$ cat config.mk
export PLATFORM = sky130hd
export DESIGN_NAME = nic_nested_irq_controller
export DESIGN_NICKNAME = d
export VERILOG_FILES = /design/src/hw/nic_pkg.sv /design/src/hw/nic_arbiter.sv /design/src/hw/nic_nested_irq_controller.sv
export VERILOG_INCLUDE_DIRS = /design/src /design/src/hw
export SDC_FILE = /design/constraint.sdc
export NUM_CORES = 2
export LEC_CHECK = 0
export ABC_AREA = 1
export BUFFER_PORTS_ARGS = -buffer_cell sky130_fd_sc_hd__buf_2
export CAP_MARGIN = 20
export CORE_MARGIN = 2
export CORE_UTILIZATION = 48
export CTS_BUF_LIST = sky130_fd_sc_hd__clkbuf_16
export CTS_CLUSTER_DIAMETER = 100
export CTS_CLUSTER_SIZE = 30
export DETAILED_ROUTE_END_ITERATION = 6
export GPL_ROUTABILITY_DRIVEN = 0
export GPL_TIMING_DRIVEN = 0
export PLACE_DENSITY = 0.65
export SETUP_SLACK_MARGIN = 0.1
export SLEW_MARGIN = 20
export SYNTH_ARGS = -nofsm -noshare
export SYNTH_HDL_FRONTEND = slang
export SYNTH_SLANG_ARGS = --single-unit
$ cat constraint.sdc
create_clock -name clk -period 70.2 [get_ports clk]
set_input_delay 3.51 -clock clk [delete_from_list [all_inputs] [get_ports clk]]
set_output_delay 3.51 -clock clk [all_outputs]
set_load 0.02 [all_outputs]
$ cat src/hw/nic_map.svh
`ifndef NIC_MAP_SVH
`define NIC_MAP_SVH

// Controller page and register offsets inside that page.
`define NIC_PAGE            20'hE000E
`define NIC_ENABLE_SET_BITS 12'h100
`define NIC_ENABLE_CLR_BITS 12'h180
`define NIC_PENDING_SET     12'h200
`define NIC_PENDING_CLR     12'h280
`define NIC_ACTIVE_FLAGS    12'h300
`define NIC_PRIORITY_FIELDS 12'h400
`define NIC_GROUP_CONFIG    12'h4E0
`define NIC_STATUS_WORD     12'h4E4
`define NIC_ARRAY_FIRST     12'h100
`define NIC_ARRAY_LAST      12'h4EF
`define NIC_SW_TRIGGER_WORD 12'hF00

// Sizes of the per-interrupt arrays.
`define NIC_NUM_IRQ         30
`define NIC_PRIO_WORDS      8

// Field positions and reset values.
`define NIC_TRIGGER_MSB     8
`define NIC_GROUP_MSB       2
`define NIC_PRIO_LSB        4
`define NIC_GROUP_RESET     3'h0
`define NIC_WORD_RESET      32'h00000000

`endif

$ cat src/hw/nic_pkg.sv
package nic_pkg;

  // Access size on the register port.
  typedef enum logic [1:0] {
    NIC_SIZE_BYTE,
    NIC_SIZE_HALF,
    NIC_SIZE_WORD,
    NIC_SIZE_NONE
  } nic_size_type;

  // One register request from software.
  typedef struct packed {
    logic [31:0]  addr;
    logic [31:0]  wdata;
    logic         wr;
    logic         rd;
    nic_size_type size;
    logic         priv;
  } nic_bus_req_type;

  // Exception sequencing events reported by the core.
  typedef struct packed {
    logic       enter;
    logic       exit;
    logic       nmi;
    logic [4:0] num;
  } nic_core_evt_type;

  // Request presented to the core.
  typedef struct packed {
    logic       valid;
    logic       nmi;
    logic [4:0] num;
    logic [3:0] grp;
  } nic_core_req_type;

endpackage : nic_pkg

$ cat src/hw/nic_arbiter.sv
`timescale 1ns/1ps
// Picks the enabled pending interrupt with the lowest priority value.
module nic_arbiter #(
  parameter int N = 30
) (
  input  wire logic [N-1:0]      cand,
  input  wire logic [N-1:0][3:0] prio,
  output logic                   found,
  output logic [4:0]             idx,
  output logic [3:0]             best
);

  // Scan upward with a strict compare so equal values keep the lower index.
  always_comb
  begin
    found = 1'b0;
    idx   = 5'h00;
    best  = 4'hF;
    for (int i = 0; i < N; i++)
    begin
      if (cand[i] && (!found || prio[i] < best))
      begin
        found = 1'b1;
        idx   = 5'(i);
        best  = prio[i];
      end
    end
  end

endmodule : nic_arbiter

$ cat src/hw/nic_nested_irq_controller.sv
// The register offsets and the address-and-strobe port were left to the implementer.
`timescale 1ns/1ps
`include "nic_map.svh"
// Operation
// Thirty lines, each enable/pending/active/priority
// Priority 0 to 15, zero most urgent
// Priority split into group and subpriority
// External non-maskable input accepted
// Core state saved and restored automatically
// Level source holds request until serviced
// High line while not active pends
// Rising edge on line pends
// Set-pending or trigger word pends
// Entry clears pending, marks active
// Exit resamples line: pending or inactive
// Clear-pending ignored while line high
// Pending recorded even when disabled
// Disable only blocks taking interrupt
// Misaligned accesses not decoded
// Decode array range and trigger word
// Privileged registers refuse unprivileged access
// One 4-bit priority per interrupt
// Enable-set: one enables, zero ignored
// Priority low nibble reads zero
// Active flag reads one while active
// Lowest value wins, lowest number ties
// Tail-chain into next handler on exit
module nic_nested_irq_controller #(
  parameter int N = `NIC_NUM_IRQ
) (
  input  wire logic                     clk,
  input  wire logic                     rstn,
  input  wire logic [N-1:0]             irq_line,
  input  wire logic                     nmi_line,
  input  wire nic_pkg::nic_bus_req_type bus_req,
  output logic [31:0]                   rdata,
  output logic                          bus_err,
  input  wire nic_pkg::nic_core_evt_type core_evt,
  output nic_pkg::nic_core_req_type     core_req,
  output logic                          stack_save,
  output logic                          stack_restore,
  output logic                          tail_chain
);

  // Interrupt state, one bit or field per line, then the group setting, non-maskable and chain flags.
  logic [N-1:0]      enable, next_enable;
  logic [N-1:0]      pending, next_pending;
  logic [N-1:0]      active, next_active;
  logic [N-1:0][3:0] prio, next_prio;
  logic [N-1:0]      line_prev, next_line_prev;
  logic [2:0]        group_cfg, next_group_cfg;
  logic              nmi_prev, next_nmi_prev;
  logic              nmi_pend, next_nmi_pend;
  logic              nmi_act, next_nmi_act;
  logic              chained, next_chained;
  // Registered answers to the register port and to the core.
  logic [31:0]               next_rdata;
  logic                      next_bus_err;
  nic_pkg::nic_core_req_type next_core_req;
  logic                      next_stack_save;
  logic                      next_stack_restore;
  logic                      next_tail_chain;
  // Decode results for the current access.
  logic        in_page;      // Upper address bits select the page.
  logic        in_array;     // Offset lies in the main array range.
  logic        is_trigger;   // Offset selects the trigger word.
  logic        aligned;      // Address agrees with the access size.
  logic        word_ok;      // Full word access, needed outside priorities.
  logic        legal;        // Access is decoded and allowed.
  logic [11:0] offs;         // Byte offset within the page.
  logic [11:0] woffs;        // Word aligned offset.
  logic [3:0]  lanes;        // Byte lanes touched by the access.
  // Arbitration results.
  logic [N-1:0] cand;
  logic         found;
  logic [4:0]   win_idx;
  logic [3:0]   win_prio;
  logic [N-1:0] enter_mask, exit_mask, rise;
  // Group mask keeps the group part of a priority under the split setting.
  function automatic logic [3:0] group_mask(input logic [2:0] cfg);
    if (cfg <= 3'h3)
      return 4'hF;
    return 4'(4'hF << (cfg - 3'h3));
  endfunction : group_mask
  // Most urgent group among the handlers still active, 4'hF+ when none.
  function automatic logic [4:0] running(input logic [N-1:0] act,
                                         input logic [N-1:0][3:0] pr,
                                         input logic [2:0] cfg);
    logic [4:0] r;
    r = 5'h10;
    for (int i = 0; i < N; i++)
    begin
      if (act[i] && {1'b0, pr[i] & group_mask(cfg)} < r)
        r = {1'b0, pr[i] & group_mask(cfg)};
    end
    return r;
  endfunction : running
  // Lane mask from size and the low address bits.
  function automatic logic [3:0] lane_mask(input nic_pkg::nic_size_type s,
                                           input logic [1:0] a);
    unique case (s)
      nic_pkg::NIC_SIZE_BYTE: return 4'(4'h1 << a);
      nic_pkg::NIC_SIZE_HALF: return a[1] ? 4'hC : 4'h3;
      nic_pkg::NIC_SIZE_WORD: return 4'hF;
      nic_pkg::NIC_SIZE_NONE: return 4'h0;
    endcase
  endfunction : lane_mask
  // The disabled lines are left out here and nowhere else.
  assign cand = pending & enable;

  nic_arbiter #(.N (N)) u_arbiter (.cand (cand), .prio (prio), .found (found),
                                   .idx (win_idx), .best (win_prio));

  // Address decode; anything else answers zero with the error flag.
  always_comb
  begin
    offs       = bus_req.addr[11:0];
    woffs      = {offs[11:2], 2'b00};
    in_page    = bus_req.addr[31:12] == `NIC_PAGE;
    in_array   = in_page && offs >= `NIC_ARRAY_FIRST
                 && offs <= `NIC_ARRAY_LAST;
    is_trigger = in_page && woffs == `NIC_SW_TRIGGER_WORD;
    lanes      = lane_mask(bus_req.size, offs[1:0]);
    aligned    = bus_req.size != nic_pkg::NIC_SIZE_NONE
                 && !(bus_req.size == nic_pkg::NIC_SIZE_HALF && offs[0])
                 && !(bus_req.size == nic_pkg::NIC_SIZE_WORD
                      && offs[1:0] != 2'b00);
    word_ok    = bus_req.size == nic_pkg::NIC_SIZE_WORD
                 || (woffs >= `NIC_PRIORITY_FIELDS
                     && woffs < `NIC_PRIORITY_FIELDS + 12'h020);
    // The trigger word alone is open to unprivileged code.
    legal      = aligned && word_ok
                 && ((in_array && bus_req.priv) || is_trigger);
  end

  // Core events turned into per-line masks.
  always_comb
  begin
    enter_mask = '0;
    exit_mask  = '0;
    if (core_evt.enter && !core_evt.nmi && core_evt.num < 5'(N))
      enter_mask[core_evt.num] = 1'b1;
    if (core_evt.exit && !core_evt.nmi && core_evt.num < 5'(N))
      exit_mask[core_evt.num] = 1'b1;
    rise = irq_line & ~line_prev;
  end

  // Next state of all interrupt bookkeeping and of the software writes.
  // Hardware sets are applied last so a clear in the same cycle never
  // swallows a fresh event.
  always_comb
  begin
    logic [N-1:0] set_p;
    logic [N-1:0] clr_p;
    set_p          = '0;
    clr_p          = '0;
    next_enable    = enable;
    next_prio      = prio;
    next_group_cfg = group_cfg;
    next_line_prev = irq_line;
    next_nmi_prev  = nmi_line;
    next_active    = (active | enter_mask) & ~exit_mask;
    if (bus_req.wr && legal)
    begin
      unique case (woffs)
        `NIC_ENABLE_SET_BITS:
          next_enable = enable | bus_req.wdata[N-1:0];
        `NIC_ENABLE_CLR_BITS:
          next_enable = enable & ~bus_req.wdata[N-1:0];
        `NIC_PENDING_SET:
          set_p = bus_req.wdata[N-1:0];
        `NIC_PENDING_CLR:
          clr_p = bus_req.wdata[N-1:0] & ~irq_line;
        `NIC_GROUP_CONFIG:
          next_group_cfg = bus_req.wdata[`NIC_GROUP_MSB:0];
        `NIC_SW_TRIGGER_WORD:
          if (bus_req.wdata[`NIC_TRIGGER_MSB:0] < 9'(N))
            set_p[bus_req.wdata[4:0]] = 1'b1;
        default:
          // Priority words take each written lane's upper nibble.
          for (int i = 0; i < N; i++)
          begin
            if (woffs == `NIC_PRIORITY_FIELDS + 12'(4 * (i / 4))
                && lanes[i % 4])
              next_prio[i] = bus_req.wdata[8 * (i % 4) + `NIC_PRIO_LSB +: 4];
          end
      endcase
    end
    // Entry drops pending; exit with the line still high pends again.
    next_pending = (pending & ~clr_p & ~enter_mask) | set_p
                   | (irq_line & exit_mask)
                   | (irq_line & ~active & ~enter_mask)
                   | rise;
    // The non-maskable source pends on its rising edge.
    next_nmi_pend = (nmi_pend && !(core_evt.enter && core_evt.nmi))
                    || (nmi_line && !nmi_prev);
    next_nmi_act  = (nmi_act || (core_evt.enter && core_evt.nmi))
                    && !(core_evt.exit && core_evt.nmi);
  end

  // Register read data; unused bits and unimplemented words read zero.
  always_comb
  begin
    next_rdata   = `NIC_WORD_RESET;
    next_bus_err = (bus_req.wr || bus_req.rd) && !legal;
    if (bus_req.rd && legal)
    begin
      unique case (woffs)
        `NIC_ENABLE_SET_BITS, `NIC_ENABLE_CLR_BITS:
          next_rdata[N-1:0] = enable;
        `NIC_PENDING_SET, `NIC_PENDING_CLR:
          next_rdata[N-1:0] = pending;
        `NIC_ACTIVE_FLAGS:
          next_rdata[N-1:0] = active;
        `NIC_GROUP_CONFIG:
          next_rdata[`NIC_GROUP_MSB:0] = group_cfg;
        `NIC_STATUS_WORD:
          next_rdata[10:0] = {nmi_act, nmi_pend, found, win_prio,
                              win_idx[4:1]};
        default:
          for (int i = 0; i < N; i++)
          begin
            if (woffs == `NIC_PRIORITY_FIELDS + 12'(4 * (i / 4)))
              next_rdata[8 * (i % 4) + `NIC_PRIO_LSB +: 4] = prio[i];
          end
      endcase
    end
  end

  // Core side: present the winner when it may preempt what is running,
  // and decide between unstacking and chaining when a handler ends.
  // The non-maskable request outranks every peripheral line.
  always_comb
  begin
    logic [4:0] run_now;
    logic [4:0] run_after;
    logic [3:0] win_grp;
    win_grp   = win_prio & group_mask(group_cfg);
    run_now   = running(active, prio, group_cfg);
    run_after = running(active & ~exit_mask, prio, group_cfg);
    next_core_req       = '0;
    next_stack_save     = 1'b0;
    next_stack_restore  = 1'b0;
    next_tail_chain     = 1'b0;
    next_chained        = chained;
    if (nmi_pend && !nmi_act)
    begin
      next_core_req.valid = 1'b1;
      next_core_req.nmi   = 1'b1;
    end
    else if (found && !nmi_act && {1'b0, win_grp} < run_now)
    begin
      next_core_req.valid = 1'b1;
      next_core_req.num   = win_idx;
      next_core_req.grp   = win_grp;
    end
    if (core_evt.enter)
    begin
      // A chained entry reuses the frame already on the stack.
      next_stack_save = !chained;
      next_chained    = 1'b0;
    end
    else if (core_evt.exit)
    begin
      if (found && {1'b0, win_grp} < run_after && !core_evt.nmi)
      begin
        next_tail_chain = 1'b1;
        next_chained    = 1'b1;
      end
      else
        next_stack_restore = 1'b1;
    end
  end

  // State flip-flops only take the values worked out above.
  always_ff @(posedge clk or negedge rstn)
  begin
    if (!rstn)
    begin
      enable        <= '0;
      pending       <= '0;
      active        <= '0;
      prio          <= '0;
      line_prev     <= '0;
      group_cfg     <= `NIC_GROUP_RESET;
      nmi_prev      <= 1'b0;
      nmi_pend      <= 1'b0;
      nmi_act       <= 1'b0;
      chained       <= 1'b0;
      rdata         <= `NIC_WORD_RESET;
      bus_err       <= 1'b0;
      core_req      <= '0;
      stack_save    <= 1'b0;
      stack_restore <= 1'b0;
      tail_chain    <= 1'b0;
    end
    else
    begin
      enable        <= next_enable;
      pending       <= next_pending;
      active        <= next_active;
      prio          <= next_prio;
      line_prev     <= next_line_prev;
      group_cfg     <= next_group_cfg;
      nmi_prev      <= next_nmi_prev;
      nmi_pend      <= next_nmi_pend;
      nmi_act       <= next_nmi_act;
      chained       <= next_chained;
      rdata         <= next_rdata;
      bus_err       <= next_bus_err;
      core_req      <= next_core_req;
      stack_save    <= next_stack_save;
      stack_restore <= next_stack_restore;
      tail_chain    <= next_tail_chain;
    end
  end
endmodule : nic_nested_irq_controller

==> impl_metrics.csv <==
group,metric,value,unit
timing,hold_viol_final,0,
clock_tree,cts_resized,0,
status,status,"finished, violations left",
run,drv_cap,0,
timing,finalClockSkew,0.03521,ns
worst_setup_path,critPathKind,"input pin to flop",
min_path,min_path_cells,1,
clock_tree,cts_buffers,15,
logic_synthesis,synth_cell_types,65,
timing,max_freq,27.26,MHz
min_path,hold_start,"chained$_DFFE_PN0P_",
layout,ff_latch_area,0.007357,mm2
worst_setup_path,slowest_stage,"o21ai_0",
layout,nets,4965,
floorplanning,num_rows,88,
clock_tree,cts_max_level,1,
floorplanning,initial_core_util,0.4862,
global_route,grt_overflow,0,
place,portBuffers,155,
detailed_routing,routed-via-count,30310,
floorplanning,ios,157,
global_route,gr-usage-all-layers,0.3486,
layout,area_delta_synth_final,8.475,%
floorplanning,die-width,245.7,um
detailed_routing,drcViolationCount,2,
detailed_routing,first_pass_iters,7,
global_route,grt_pass1_wl,161100,um
layout,multi_input_area,0.01787,mm2
global_route,grt_max_degree,96,
detailed_routing,via_per_inst,5.605,
clock_tree,clock-sinks,294,
timing,tns,0,ns
floorplanning,die-area,0.06039,mm2
detailed_routing,initialDrtViolationCount,3535,
clock_tree,clock-root-buffer,"clkbuf_16",
worst_setup_path,startpoint_type,"input pin",
timing,rsz0062_at_grt,"no",
layout,diodes,0,
clock_tree,cts_hold_buf,0,
logic_synthesis,async_flop_share,1.000,
min_path,min_path_type,"flop to flop",
layout,drive_gt1_frac,0.08507,
timing,fin_ws,33.52,ns
logic_synthesis,yosysSeqAreaShare,0.2623,
clock_tree,cts_tree,"done",
timing,finalSetupViolCount,0,
timing,period_share,0.5225,
logic_synthesis,synth_area,0.02805,mm2
global_route,antenna_found_initial,1,
timing,tightest_slew,1.073,ns
worst_setup_path,end_kind,"flop",
global_route,grt_pass1_vias,27390,
floorplanning,core_area,0.05770,mm2
detailed_routing,finalWirelength,106800,um
worst_setup_path,r2r_cells,175,
timing,report.final.slew_viol_count,0,
timing,maxSlewHeadroom,0.2823,
logic_synthesis,synthCells,4460,
place,dp_hpwl,85740,um
logic_synthesis,avgSynthCellArea,6.289,um2
place,preCtsSetupSlack,33.26,ns
clock_tree,path_clk_slew,0.11,ns
worst_setup_path,r2r_start,"group_cfg[1]$_DFFE_PN0P_",
detailed_routing,post_drt_wl_per_cell,19.75,um
logic_synthesis,synth_edf_count,0,
timing,min_period,36.68,ns
worst_setup_path,crit_path_start,"core_evt[4]",
worst_setup_path,cpPeakStageDelay,0.37,ns
status,violations,"design-rule violations",
layout,fillCellCount,6166,
logic_synthesis,ys_seq_elements,294,
logic_synthesis,yosysWarnings,0,
worst_setup_path,critPathMaxFanout,10,
place,dp_cells,5386,
clock_tree,post_cts_buffers,0,
logic_synthesis,synth_top_flop_cell,"dfrtp_1",
detailed_routing,drtAntennaViolNets,0,
floorplanning,die_h,245.7,um
worst_setup_path,cp.arrival,37.17,ns
clock_tree,clock_latency,0.56,ns
layout,fin_cells,5408,
worst_setup_path,cp.required,70.69,ns
clock_tree,ctsLongestPathBuffers,3,
logic_synthesis,syn_nets,4787,
-- area by class of cell --
type                            count  share of cell area
Clock inverter                      7            0.003125
Multi-Input combinational cell   3427              0.5874
Buffer                             61             0.01007
Timing Repair Buffer              161             0.02953
Tap cell                          765             0.03146
Sequential cell                   294              0.2418
Inverter                          678             0.08426
Clock buffer                       15             0.01234
-- stage by stage --
| stage | utilization | area [um2] | hold WS, ns |
|---|---|---|---|
| finish | 0.5274 | 30430 | 0.4537 |
| global route | 0.5274 | 30430 | 0.4639 |
| CTS | 0.5273 | 30430 | 0.4488 |
| detailed placement | 0.5192 | 29960 | 0.4229 |
| global placement | 0.5162 | 29780 | 0.4246 |
| floorplan | - | 28050 | 0.4030 |
-- cells by family (layout without fill, tap and decap cells) --
kind of cell / Yosys count / after routing / synth area share
simple gates: 2368 / 2368 / 0.3585
compound gates: 842 / 842 / 0.1801
buf+inv: 739 / 922 / 0.1023
flops: 294 / 294 / 0.2623
fa+ha+maj: 217 / 217 / 0.09680
-- worst paths after layout --
check	slack [ns]	end
min	0.45	stack_save$_DFF_PN0_
min in group asynchronous	2.80	rdata[29]$_DFF_PN0_
max reg2reg	34.05	core_req[10]$_DFF_PN0_
min reg2reg	0.45	stack_save$_DFF_PN0_
max in group asynchronous	66.17	prio[15]$_DFFE_PN0P_
max	33.52	chained$_DFFE_PN0P_
-- cells in the mapped netlist (all sizes together) (3+ instances only) --
cell / n / share of area
a221oi: 23 / 0.0074
or2: 8 / 0.0018
a211oi: 9 / 0.0024
clkbuf: 51 / 0.0075
o311ai: 5 / 0.0016
buf: 10 / 0.0033
o211ai: 32 / 0.0087
a31oi: 6 / 0.0013
a21oi: 158 / 0.035
nand3b: 10 / 0.0027
nand4: 35 / 0.0078
nand3: 314 / 0.060
o31ai: 6 / 0.0016
o21ai: 467 / 0.084
clkinv: 7 / 0.00094
dfrtp: 294 / 0.26
nand2: 1631 / 0.23
inv: 670 / 0.090
o21a: 25 / 0.0067
a21boi: 23 / 0.0072
nor2: 317 / 0.045
ha: 217 / 0.097
a22o: 3 / 0.00094
o2111ai: 16 / 0.0050
nor4: 34 / 0.0076
o21bai: 3 / 0.00094
a22oi: 4 / 0.0011
nor3: 16 / 0.0030
o22ai: 39 / 0.0087
o221ai: 15 / 0.0047
-- metal layers --
metal / routed length (um) / vias up / share of wire / global-route usage
met2: 43770 / 1464 / 0.41 / 0.5174
met1: 46230 / 13740 / 0.43 / 0.4910
met3: 11870 / 227 / 0.11 / 0.07356
met4: 4919 / 2 / 0.046 / 0.1406
met5: 13 / - / 0.00012 / 0
li1: - / 14880 / - / -
-- worst max-delay path, delay by kind of cell --
family          cells  cell delay (ns)
fa+ha+maj          30             8.70
compound gates     64            13.72
buf+inv            40             2.37
simple gates       93             8.79
-- cell usage in the layout (no fill, tap or decap), types with 15 or more instances in the layout --
cell / n
nand2_1: 1549
inv_1: 639
o21ai_0: 418
nand3_1: 297
dfrtp_1: 294
nor2_1: 293
ha_1: 217
buf_2: 154
a21oi_1: 141
nand2_2: 61
clkbuf_1: 48
o21ai_1: 42
o22ai_1: 39
nand4_1: 35
nor4_1: 34
o211ai_1: 31
inv_2: 30
o21a_1: 24
a221oi_1: 22
nand2_4: 21
nor2_2: 19
o2111ai_1: 16
a21oi_4: 16
o221ai_1: 15
clkbuf_16: 15
Power is left out: the tool's default activity adds up to more than one toggle a clock period on the data nets, which glitch-free logic cannot reach.
